### config.mk
export PLATFORM = sky130hd
export DESIGN_NAME = baap_dev_flat
export DESIGN_NICKNAME = d
export VERILOG_FILES = /design/src/inc/baap_pkg.sv /design/src/inc/baap_if.sv /design/src/hw/baap_dev.sv /design/src/flat_wrapper.sv
export SDC_FILE = /design/constraint.sdc
export NUM_CORES = 1
export LEC_CHECK = 0
export ABC_AREA = 1
export BUFFER_PORTS_ARGS = -buffer_cell sky130_fd_sc_hd__buf_4
export CAP_MARGIN = 30
export CORE_MARGIN = 2
export CORE_UTILIZATION = 39
export CTS_CLUSTER_DIAMETER = 120
export DETAILED_ROUTE_END_ITERATION = 7
export GPL_ROUTABILITY_DRIVEN = 0
export PLACE_DENSITY = 0.77
export SLEW_MARGIN = 25
export SYNTH_ARGS = -nofsm -noshare
export SYNTH_HDL_FRONTEND = slang
export SYNTH_SLANG_ARGS = --single-unit
### constraint.sdc
create_clock -name sys_clk -period 0.8 [get_ports sys_clk]
set_input_delay 0.08 -clock sys_clk [delete_from_list [all_inputs] [get_ports sys_clk]]
set_output_delay 0.08 -clock sys_clk [all_outputs]
set_load 0.005 [all_outputs]
### src/inc/baap_pkg.sv
// Package of constants shared by the bus attribute and parity ends
// ---------------------------------------------------------------
// ---------------------------------------------------------------
package baap_pkg;

  // Transfer type codes, bits 0..3 with bit 0 as the msb
  localparam logic [3:0] TT_CLEAN = 4'h0;
  localparam logic [3:0] TT_WR_FLUSH = 4'h1;
  localparam logic [3:0] TT_FLUSH = 4'h2;
  localparam logic [3:0] TT_WR_KILL = 4'h3;
  localparam logic [3:0] TT_SYNC = 4'h4;
  localparam logic [3:0] TT_READ = 4'h5;
  localparam logic [3:0] TT_KILL = 4'h6;
  localparam logic [3:0] TT_RWITM = 4'h7;
  localparam logic [3:0] TT_RSVD_A = 4'h8;
  localparam logic [3:0] TT_WR_FLUSH_AT = 4'h9;
  localparam logic [3:0] TT_ECTL_OUT = 4'ha;
  localparam logic [3:0] TT_RSVD_B = 4'hb;
  localparam logic [3:0] TT_TLB_INV = 4'hc;
  localparam logic [3:0] TT_READ_AT = 4'hd;
  localparam logic [3:0] TT_ECTL_IN = 4'he;
  localparam logic [3:0] TT_RWITM_AT = 4'hf;

  // Bit positions inside the 5-bit type bus (index 4 = first bit)
  localparam int TT_SPECIAL_BIT = 4;
  localparam int TT_READ_BIT = 3;
  localparam int TT_INVAL_BIT = 2;
  localparam int TT_DATA_BIT = 1;
  localparam int TT_SPARE_BIT = 0;

  // Parity error timing, in bus clocks after the start strobe
  localparam int PERR_ASSERT_CYC = 2;
  localparam int PERR_RELEASE_CYC = 3;

  // Operation requests from the core side
  typedef enum logic [3:0] {
    BAAP_OP_CLEAN, BAAP_OP_FLUSH, BAAP_OP_SYNC, BAAP_OP_KILL,
    BAAP_OP_TLB_INV, BAAP_OP_WR_FLUSH, BAAP_OP_WR_KILL, BAAP_OP_READ,
    BAAP_OP_RWITM, BAAP_OP_WR_FLUSH_AT, BAAP_OP_READ_AT,
    BAAP_OP_RWITM_AT, BAAP_OP_ECTL_OUT, BAAP_OP_ECTL_IN
  } baap_op_t;

endpackage

### src/inc/baap_if.sv
// Shared address-tenure attribute and parity wires between both ends
`timescale 1ns/10ps
interface baap_if;
  logic transfer_start_n;
  logic ext_addr_transfer_start_n;
  logic global_snoop_n;
  logic [4:0] transfer_type;
  logic burst_indicator_n;
  logic [2:0] transfer_size;
  logic [31:0] addr;
  logic [3:0] addr_par;
  // Open-drain error wire: device side gives out and enable
  logic addr_parity_err_n_o;
  logic addr_parity_err_n_oe;
  logic addr_parity_err_n;

  // Pull-up resolution of the open-drain line
  assign addr_parity_err_n =
    (addr_parity_err_n_oe && !addr_parity_err_n_o) ? 1'b0 : 1'b1;

  modport dev (
    input transfer_start_n, ext_addr_transfer_start_n, global_snoop_n,
    input transfer_type, burst_indicator_n, transfer_size, addr, addr_par,
    output addr_parity_err_n_o, addr_parity_err_n_oe
  );
  modport far (
    output transfer_start_n, ext_addr_transfer_start_n, global_snoop_n,
    output transfer_type, burst_indicator_n, transfer_size, addr, addr_par,
    input addr_parity_err_n
  );
endinterface

### src/hw/baap_dev.sv
// Device end: type encoder, parity checker, extended code capture
`timescale 1ns/10ps
module baap_dev (
  // Clock and reset
  input wire logic sys_clk,
  input wire logic rst_n,
  // Bus
  baap_if.dev bus,
  // Core side request for an outgoing tenure
  input wire logic op_valid,
  input baap_pkg::baap_op_t op_kind,
  input wire logic op_burst,
  input wire logic [2:0] op_size,
  output logic [4:0] tt_out,
  output logic tt_is_data,
  output logic [7:0] ext_code_out,
  // Snoop side
  input wire logic is_master,
  input wire logic par_chk_en,
  output logic [7:0] ext_code_in,
  output logic ext_code_in_valid,
  output logic checkstop
);

  // ---------------------------------------------------------------
  // Outgoing transfer type encoding
  // ---------------------------------------------------------------
  // Per-kind code and tenure shape in one table. External control is the
  // odd pair: its code leaves the fourth bit clear yet a data tenure
  // still follows, so the data flag cannot be read off the code alone.
  logic [3:0] enc_tt;
  logic kind_data;
  always_comb begin
    enc_tt = baap_pkg::TT_SYNC;
    kind_data = 1'b0;
    case (op_kind)
      // Address-only broadcasts
      baap_pkg::BAAP_OP_CLEAN: begin
        enc_tt = baap_pkg::TT_CLEAN;
        kind_data = 1'b0;
      end
      baap_pkg::BAAP_OP_FLUSH: begin
        enc_tt = baap_pkg::TT_FLUSH;
        kind_data = 1'b0;
      end
      baap_pkg::BAAP_OP_SYNC: begin
        enc_tt = baap_pkg::TT_SYNC;
        kind_data = 1'b0;
      end
      baap_pkg::BAAP_OP_KILL: begin
        enc_tt = baap_pkg::TT_KILL;
        kind_data = 1'b0;
      end
      baap_pkg::BAAP_OP_TLB_INV: begin
        enc_tt = baap_pkg::TT_TLB_INV;
        kind_data = 1'b0;
      end
      // Plain data transfers
      baap_pkg::BAAP_OP_WR_FLUSH: begin
        enc_tt = baap_pkg::TT_WR_FLUSH;
        kind_data = 1'b1;
      end
      baap_pkg::BAAP_OP_WR_KILL: begin
        enc_tt = baap_pkg::TT_WR_KILL;
        kind_data = 1'b1;
      end
      baap_pkg::BAAP_OP_READ: begin
        enc_tt = baap_pkg::TT_READ;
        kind_data = 1'b1;
      end
      baap_pkg::BAAP_OP_RWITM: begin
        enc_tt = baap_pkg::TT_RWITM;
        kind_data = 1'b1;
      end
      // Atomic data transfers, first bit set
      baap_pkg::BAAP_OP_WR_FLUSH_AT: begin
        enc_tt = baap_pkg::TT_WR_FLUSH_AT;
        kind_data = 1'b1;
      end
      baap_pkg::BAAP_OP_READ_AT: begin
        enc_tt = baap_pkg::TT_READ_AT;
        kind_data = 1'b1;
      end
      baap_pkg::BAAP_OP_RWITM_AT: begin
        enc_tt = baap_pkg::TT_RWITM_AT;
        kind_data = 1'b1;
      end
      // External control, single-beat data tenure despite its code
      baap_pkg::BAAP_OP_ECTL_OUT: begin
        enc_tt = baap_pkg::TT_ECTL_OUT;
        kind_data = 1'b1;
      end
      baap_pkg::BAAP_OP_ECTL_IN: begin
        enc_tt = baap_pkg::TT_ECTL_IN;
        kind_data = 1'b1;
      end
      // Unknown kinds fall back to sync so reserved codes never appear
      default: begin
        enc_tt = baap_pkg::TT_SYNC;
        kind_data = 1'b0;
      end
    endcase
  end

  // Registered outputs; spare bit tied low, held between requests
  logic [4:0] tt_ff;
  logic [7:0] xcode_out_ff;
  logic data_ff;
  wire [4:0] nxt_tt = {enc_tt, 1'b0};
  wire [7:0] nxt_xcode = {enc_tt, ~op_burst, op_size};
  wire nxt_data = kind_data;
  // Type register; the spare bit rides along as a constant zero
  always_ff @(posedge sys_clk or negedge rst_n) begin
    if (!rst_n) begin
      tt_ff <= 5'h00;
    end else if (op_valid) begin
      tt_ff <= nxt_tt;
    end
  end
  // Extended code register, built from the same code as the type
  always_ff @(posedge sys_clk or negedge rst_n) begin
    if (!rst_n) begin
      xcode_out_ff <= 8'h00;
    end else if (op_valid) begin
      xcode_out_ff <= nxt_xcode;
    end
  end
  // Data tenure flag for the core side
  always_ff @(posedge sys_clk or negedge rst_n) begin
    if (!rst_n) begin
      data_ff <= 1'b0;
    end else if (op_valid) begin
      data_ff <= nxt_data;
    end
  end
  assign tt_out = tt_ff;
  assign ext_code_out = xcode_out_ff;
  assign tt_is_data = data_ff;

  // ---------------------------------------------------------------
  // Snooped extended code capture
  // ---------------------------------------------------------------
  // Active-high views of the two start strobes
  wire ext_start = !bus.ext_addr_transfer_start_n;
  wire mem_start = !bus.transfer_start_n;
  // The code rides on the type, burst and size wires of the first beat
  wire [7:0] xcode_in = {bus.transfer_type[4:1], bus.burst_indicator_n,
                         bus.transfer_size};
  logic [7:0] xcode_in_ff;
  logic xcode_vld_ff;
  // Only the extended start beat is looked at; second beat ignored
  always_ff @(posedge sys_clk or negedge rst_n) begin
    if (!rst_n) begin
      xcode_in_ff <= 8'h00;
      xcode_vld_ff <= 1'b0;
    end else begin
      xcode_vld_ff <= ext_start && !is_master;
      if (ext_start && !is_master) begin
        xcode_in_ff <= xcode_in;
      end
    end
  end
  assign ext_code_in = xcode_in_ff;
  assign ext_code_in_valid = xcode_vld_ff;

  // ---------------------------------------------------------------
  // Address parity check, odd parity per byte
  // ---------------------------------------------------------------
  logic [3:0] byte_bad;
  genvar gi;
  generate
    for (gi = 0; gi < 4; gi++) begin : g_par
      // Byte 0 is the top address byte with parity bit 3
      assign byte_bad[gi] =
        ~^{bus.addr[31-8*gi -: 8], bus.addr_par[3-gi]};
    end
  endgenerate
  // Memory snoops need global; extended beat is always checked
  wire mem_snoop = mem_start && !bus.global_snoop_n;
  wire ext_snoop = ext_start;
  // A master does not check its own tenure
  wire snoop = !is_master && (mem_snoop || ext_snoop);
  wire par_err = snoop && (|byte_bad);

  // Stage pipe: error seen at start, drive at +2, release at +3.
  // A bad start in every cycle keeps the line low; each start still
  // owns exactly one slot, so the pulses never stretch or merge early.
  localparam int PIPE_LEN = baap_pkg::PERR_ASSERT_CYC;
  logic [PIPE_LEN-1:0] err_pipe_ff;
  logic chk_ff;
  always_ff @(posedge sys_clk or negedge rst_n) begin
    if (!rst_n) begin
      err_pipe_ff <= {PIPE_LEN{1'b0}};
    end else begin
      err_pipe_ff <= {err_pipe_ff[PIPE_LEN-2:0], par_err};
    end
  end
  // Sticky checkstop; only reset clears it, so there is no recovery
  // from an address parity fault short of a reset
  always_ff @(posedge sys_clk or negedge rst_n) begin
    if (!rst_n) begin
      chk_ff <= 1'b0;
    end else if (err_pipe_ff[0] && par_chk_en) begin
      chk_ff <= 1'b1;
    end
  end
  // Driven low for one cycle, then open again
  assign bus.addr_parity_err_n_o = 1'b0;
  assign bus.addr_parity_err_n_oe = err_pipe_ff[PIPE_LEN-1];
  assign checkstop = chk_ff;

endmodule

### src/flat_wrapper.sv
// flat-port wrapper written by rule: the top's interface ports become plain ports
module baap_dev_flat 
  (sys_clk, rst_n, op_valid, op_kind, op_burst, op_size, tt_out, tt_is_data, ext_code_out, is_master, par_chk_en, ext_code_in, ext_code_in_valid, checkstop, bus_transfer_start_n, bus_ext_addr_transfer_start_n, bus_global_snoop_n, bus_transfer_type, bus_burst_indicator_n, bus_transfer_size, bus_addr, bus_addr_par, bus_addr_parity_err_n_o, bus_addr_parity_err_n_oe);
  baap_if bus_i ();
  input wire logic sys_clk;
  input wire logic rst_n;
  input wire logic op_valid;
  input baap_pkg::baap_op_t op_kind;
  input wire logic op_burst;
  input wire logic [2:0] op_size;
  output logic [4:0] tt_out;
  output logic tt_is_data;
  output logic [7:0] ext_code_out;
  input wire logic is_master;
  input wire logic par_chk_en;
  output logic [7:0] ext_code_in;
  output logic ext_code_in_valid;
  output logic checkstop;
  input wire logic [$bits(bus_i.transfer_start_n)-1:0] bus_transfer_start_n;
  input wire logic [$bits(bus_i.ext_addr_transfer_start_n)-1:0] bus_ext_addr_transfer_start_n;
  input wire logic [$bits(bus_i.global_snoop_n)-1:0] bus_global_snoop_n;
  input wire logic [$bits(bus_i.transfer_type)-1:0] bus_transfer_type;
  input wire logic [$bits(bus_i.burst_indicator_n)-1:0] bus_burst_indicator_n;
  input wire logic [$bits(bus_i.transfer_size)-1:0] bus_transfer_size;
  input wire logic [$bits(bus_i.addr)-1:0] bus_addr;
  input wire logic [$bits(bus_i.addr_par)-1:0] bus_addr_par;
  output wire logic [$bits(bus_i.addr_parity_err_n_o)-1:0] bus_addr_parity_err_n_o;
  output wire logic [$bits(bus_i.addr_parity_err_n_oe)-1:0] bus_addr_parity_err_n_oe;
  assign bus_i.transfer_start_n = bus_transfer_start_n;
  assign bus_i.ext_addr_transfer_start_n = bus_ext_addr_transfer_start_n;
  assign bus_i.global_snoop_n = bus_global_snoop_n;
  assign bus_i.transfer_type = bus_transfer_type;
  assign bus_i.burst_indicator_n = bus_burst_indicator_n;
  assign bus_i.transfer_size = bus_transfer_size;
  assign bus_i.addr = bus_addr;
  assign bus_i.addr_par = bus_addr_par;
  assign bus_addr_parity_err_n_o = bus_i.addr_parity_err_n_o;
  assign bus_addr_parity_err_n_oe = bus_i.addr_parity_err_n_oe;
  baap_dev u_core (.sys_clk(sys_clk), .rst_n(rst_n), .bus(bus_i), .op_valid(op_valid), .op_kind(op_kind), .op_burst(op_burst), .op_size(op_size), .tt_out(tt_out), .tt_is_data(tt_is_data), .ext_code_out(ext_code_out), .is_master(is_master), .par_chk_en(par_chk_en), .ext_code_in(ext_code_in), .ext_code_in_valid(ext_code_in_valid), .checkstop(checkstop));
endmodule
==> run_results.csv <==
group,metric,value,unit
synth,synth_top_area_share,36.9,%
clocking,cts.sinks,21,
setup_path,cp-start-kind,"flop",
synth,synth-seq-area-share,36.9,%
clocking,cts_buffers,3,
place,io_buffers,83,
synth,avgSynthCellArea,7.53,sq um
global_routing,grt-ovfl-total,0,
pwr,ir_drop,638,uV
timing,whs,24.3,ps
timing,post-route-period-util,119,%
clocking,cts.clk_slew.worst_paths,120,ps
min_path,hp-class,"in2reg",
clocking,tritoncts,"yes",
clocking,cts_max_level,1,
place,hpwlAfterDp,2500,um
synth,ys_types,22,
timing,rsz0062_at_grt,"yes",
setup_path,startpoint,"u_core.ext_code_out[7]$_DFFE_PN0P_",
final_layout,layout-drive-gt1-share,44.6,%
drt,wl,3300,um
floorplanning,rows,21,
final_layout,area_growth_syn_to_layout,66.3,%
min_path,whs_path_depth,2,
pwr,pwr-share-comb,40.9,%
pwr,seqPwrFrac,42.7,%
outcome,status,"finished with violations",
setup_path,crit_slowest_cell,"dfrtp_1",
min_path,holdCritStartpoint,"bus_transfer_type[4]",
drt,wl_per_cell,9.90,um
global_routing,grt_first_pass_wirelength,5300,um
final_layout,fin_cells,333,
setup_path,worstSetupEndpointType,"output port",
setup_path,critPathTopFamily,"flip-flops",
synth,syn_inst,189,
drt,antenna_left,0,
place,dp.cells,317,
clocking,clockBufferDepth,2,
global_routing,antenna_found_initial,0,
synth,yosysWarningCount,0,
timing,post-route-min-period,950,ps
place,post_dp_cell_area,2110,sq um
setup_path,cp_max_fo,3,
global_routing,grt_usage,15.9,%
drt,drtIter0Drc,72,
pwr,switching_power,0.863,mW
global_routing,grt_pass1_vias,1302,
setup_path,cpPeakStageDelay,430,ps
final_layout,diodes,0,
synth,yosys-top-cells-area,"dfrtp_1, nand2_1, inv_1, xnor2_1, mux2_2",
pwr,internal_power,2.11,mW
synth,synth_area_leader_cell,"dfrtp_1",
timing,final_max_slew_viol_count,0,
pwr,netSwitchingFraction,29.0,%
final_layout,nNetsFinal,352,
floorplanning,die_x,64.4,um
setup_path,cp_cell_sequence,"buf_4",
setup_path,cp_num_buf_inv,1,
synth,ys_ff_latch,21,
synth,synth_area,1420,sq um
timing,fin_skew,11.0,ps
pwr,clock_power_share,16.4,%
setup_path,worstPathArrival,870,ps
drt,viasPerCell,4.41,
setup_path,r2r_setup_slack,-80,ps
outcome,violations,"setup timing",
setup_path,required,720,ps
pwr,p_per_area,1260,nW/um^2
min_path,min_to,"u_core.ext_code_in[7]$_DFFE_PN0P_",
setup_path,reg2reg_to,"u_core.ext_code_out[1]$_DFFE_PN0P_",
drt,drt_pass1_iterations,4,
timing,max_freq,1.05,GHz
floorplanning,core,3420,sq um
final_layout,fin_area,2370,sq um
clocking,insertion_delay,290,ps
drt,drc,0,
floorplanning,die_y,64.4,um
timing,setup-violations-final,27,
setup_path,reg2regPathDepth,4,
floorplanning,dieArea,4150,sq um
floorplanning,start_util,41.6,%
timing,hold_violations,0,
flow_run,cap_violations,0,
setup_path,crit_type,"reg2out",
drt,num_vias,1468,
floorplanning,ios,87,
timing,fin_ws,-150,ps
setup_path,timing.rr.start,"u_core.ext_code_out[1]$_DFFE_PN0P_",
pwr,p_leak,1.31,nW
global_routing,grt_max_degree,22,
clocking,cts_root_buf,"clkbuf_4",
## power by group through the flow
stage | logic (mW) | registers (mW) | clock network (mW)
2_1_floorplan | 0.506 | 1.27 | 0
3_3_place_gp | 1.03 | 1.26 | 0
3_5_place_dp | 1.06 | 1.26 | 0
4_1_cts | 1.15 | 1.26 | 0.503
5_1_grt | 1.36 | 1.28 | 0.572
6_report | 1.21 | 1.27 | 0.488
## worst max-delay path by stage
stage / end / slack (ps) / cells past startpoint
2_1_floorplan: u_core.err_pipe_ff[0]$_DFF_PN0_ / -10 / 13
3_3_place_gp: u_core.err_pipe_ff[0]$_DFF_PN0_ / -220 / 11
3_5_place_dp: u_core.err_pipe_ff[0]$_DFF_PN0_ / -220 / 11
4_1_cts: tt_out[2] / -140 / 1
5_1_grt: ext_code_out[7] / -190 / 1
6_report: ext_code_out[7] / -150 / 1
## synth_stat cells
master    instances
inv_2             2
nand3b_1          2
buf_4             6
o211ai_1          2
a31oi_1           3
clkbuf_1          1
nor2_2            1
mux2_2            8
o21ai_0           5
nand2_2           7
nand2_1          59
ha_1              3
xnor2_1          11
nand3_1          10
a21o_1            1
inv_1            29
nor2_1            6
conb_1            1
nand3_2           1
dfrtp_1          21
xor2_1            5
a21oi_1           5
## stage by stage
step | utilization, % | setup WS (ps) | setup TNS (ps) | total power [mW]
2_1_floorplan | - | -14.8 | -14.8 | 1.78
3_3_place_gp | 61.7 | -219 | -1640 | 2.29
3_5_place_dp | 61.7 | -224 | -1790 | 2.32
4_1_cts | 66.4 | -142 | -2670 | 2.91
5_1_grt | 69.3 | -188 | -3850 | 3.22
6_report | 69.3 | -150 | -2680 | 2.97
## layer usage
layer / vias to the layer above / part of all wire (%) / global-route usage, % / wire (um)
met4: 0 / 0.52 / 3.99 / 17
met2: 58 / 55 / 30.3 / 1800
met5: - / 0 / 0 / 0
met3: 2 / 7.2 / 2.82 / 237
met1: 641 / 38 / 18.2 / 1240
li1: 767 / - / - / -
## registers in the layout, summed over array words and instances, names as in the netlist
register                  cells
u_core.checkstop              1
u_core.err_pipe_ff            2
u_core.ext_code_in            8
u_core.ext_code_in_valid      1
u_core.ext_code_out           8
u_core.tt_is_data             1
## cell families (layout without fill, tap and decap cells)
| family | count (synthesis) | after routing | share of synthesized area [%] |
|---|---|---|---|
| other cells | 1 | 2 | 0.264 |
| simple gates | 86 | 86 | 25.9 |
| compound gates | 16 | 16 | 6.42 |
| flops | 21 | 21 | 36.9 |
| fa+ha+maj | 3 | 3 | 2.64 |
| buf+inv | 38 | 135 | 11.6 |
| mux | 8 | 8 | 6.33 |
| xor+xnor | 16 | 16 | 9.85 |
## cells in the final DEF (no fill, tap or decap), drive strengths merged, types with 4 or more instances in the layout
cell type    netlist  routed
inv               31      31
nor2               7       7
dfrtp             21      21
buf                6      92
clkbuf             1       4
xor2               5       5
xnor2             11      11
nand3             11      11
o21ai              5       5
dlygate4sd3        0       8
nand2             66      66
mux2               8       8
a21oi              5       5
## repair_timing
item,CTS,global route
endpoints found under the setup margin,24,27
pin swaps,0,8
buffers inserted,1,3
hold endpoints to repair,26,2
hold buffers,6,2
gates resized for setup,18,16
## layout make-up
cell class / count / area [sq um]
Fill cell: 284 / 1050
Timing Repair Buffer: 100 / 850
Multi-Input combinational cell: 131 / 791
Sequential cell: 21 / 526
Inverter: 31 / 116
Tap cell: 46 / 57.6
Clock buffer: 4 / 26.3
No activity file was read; power rests on OpenSTA's default activity.
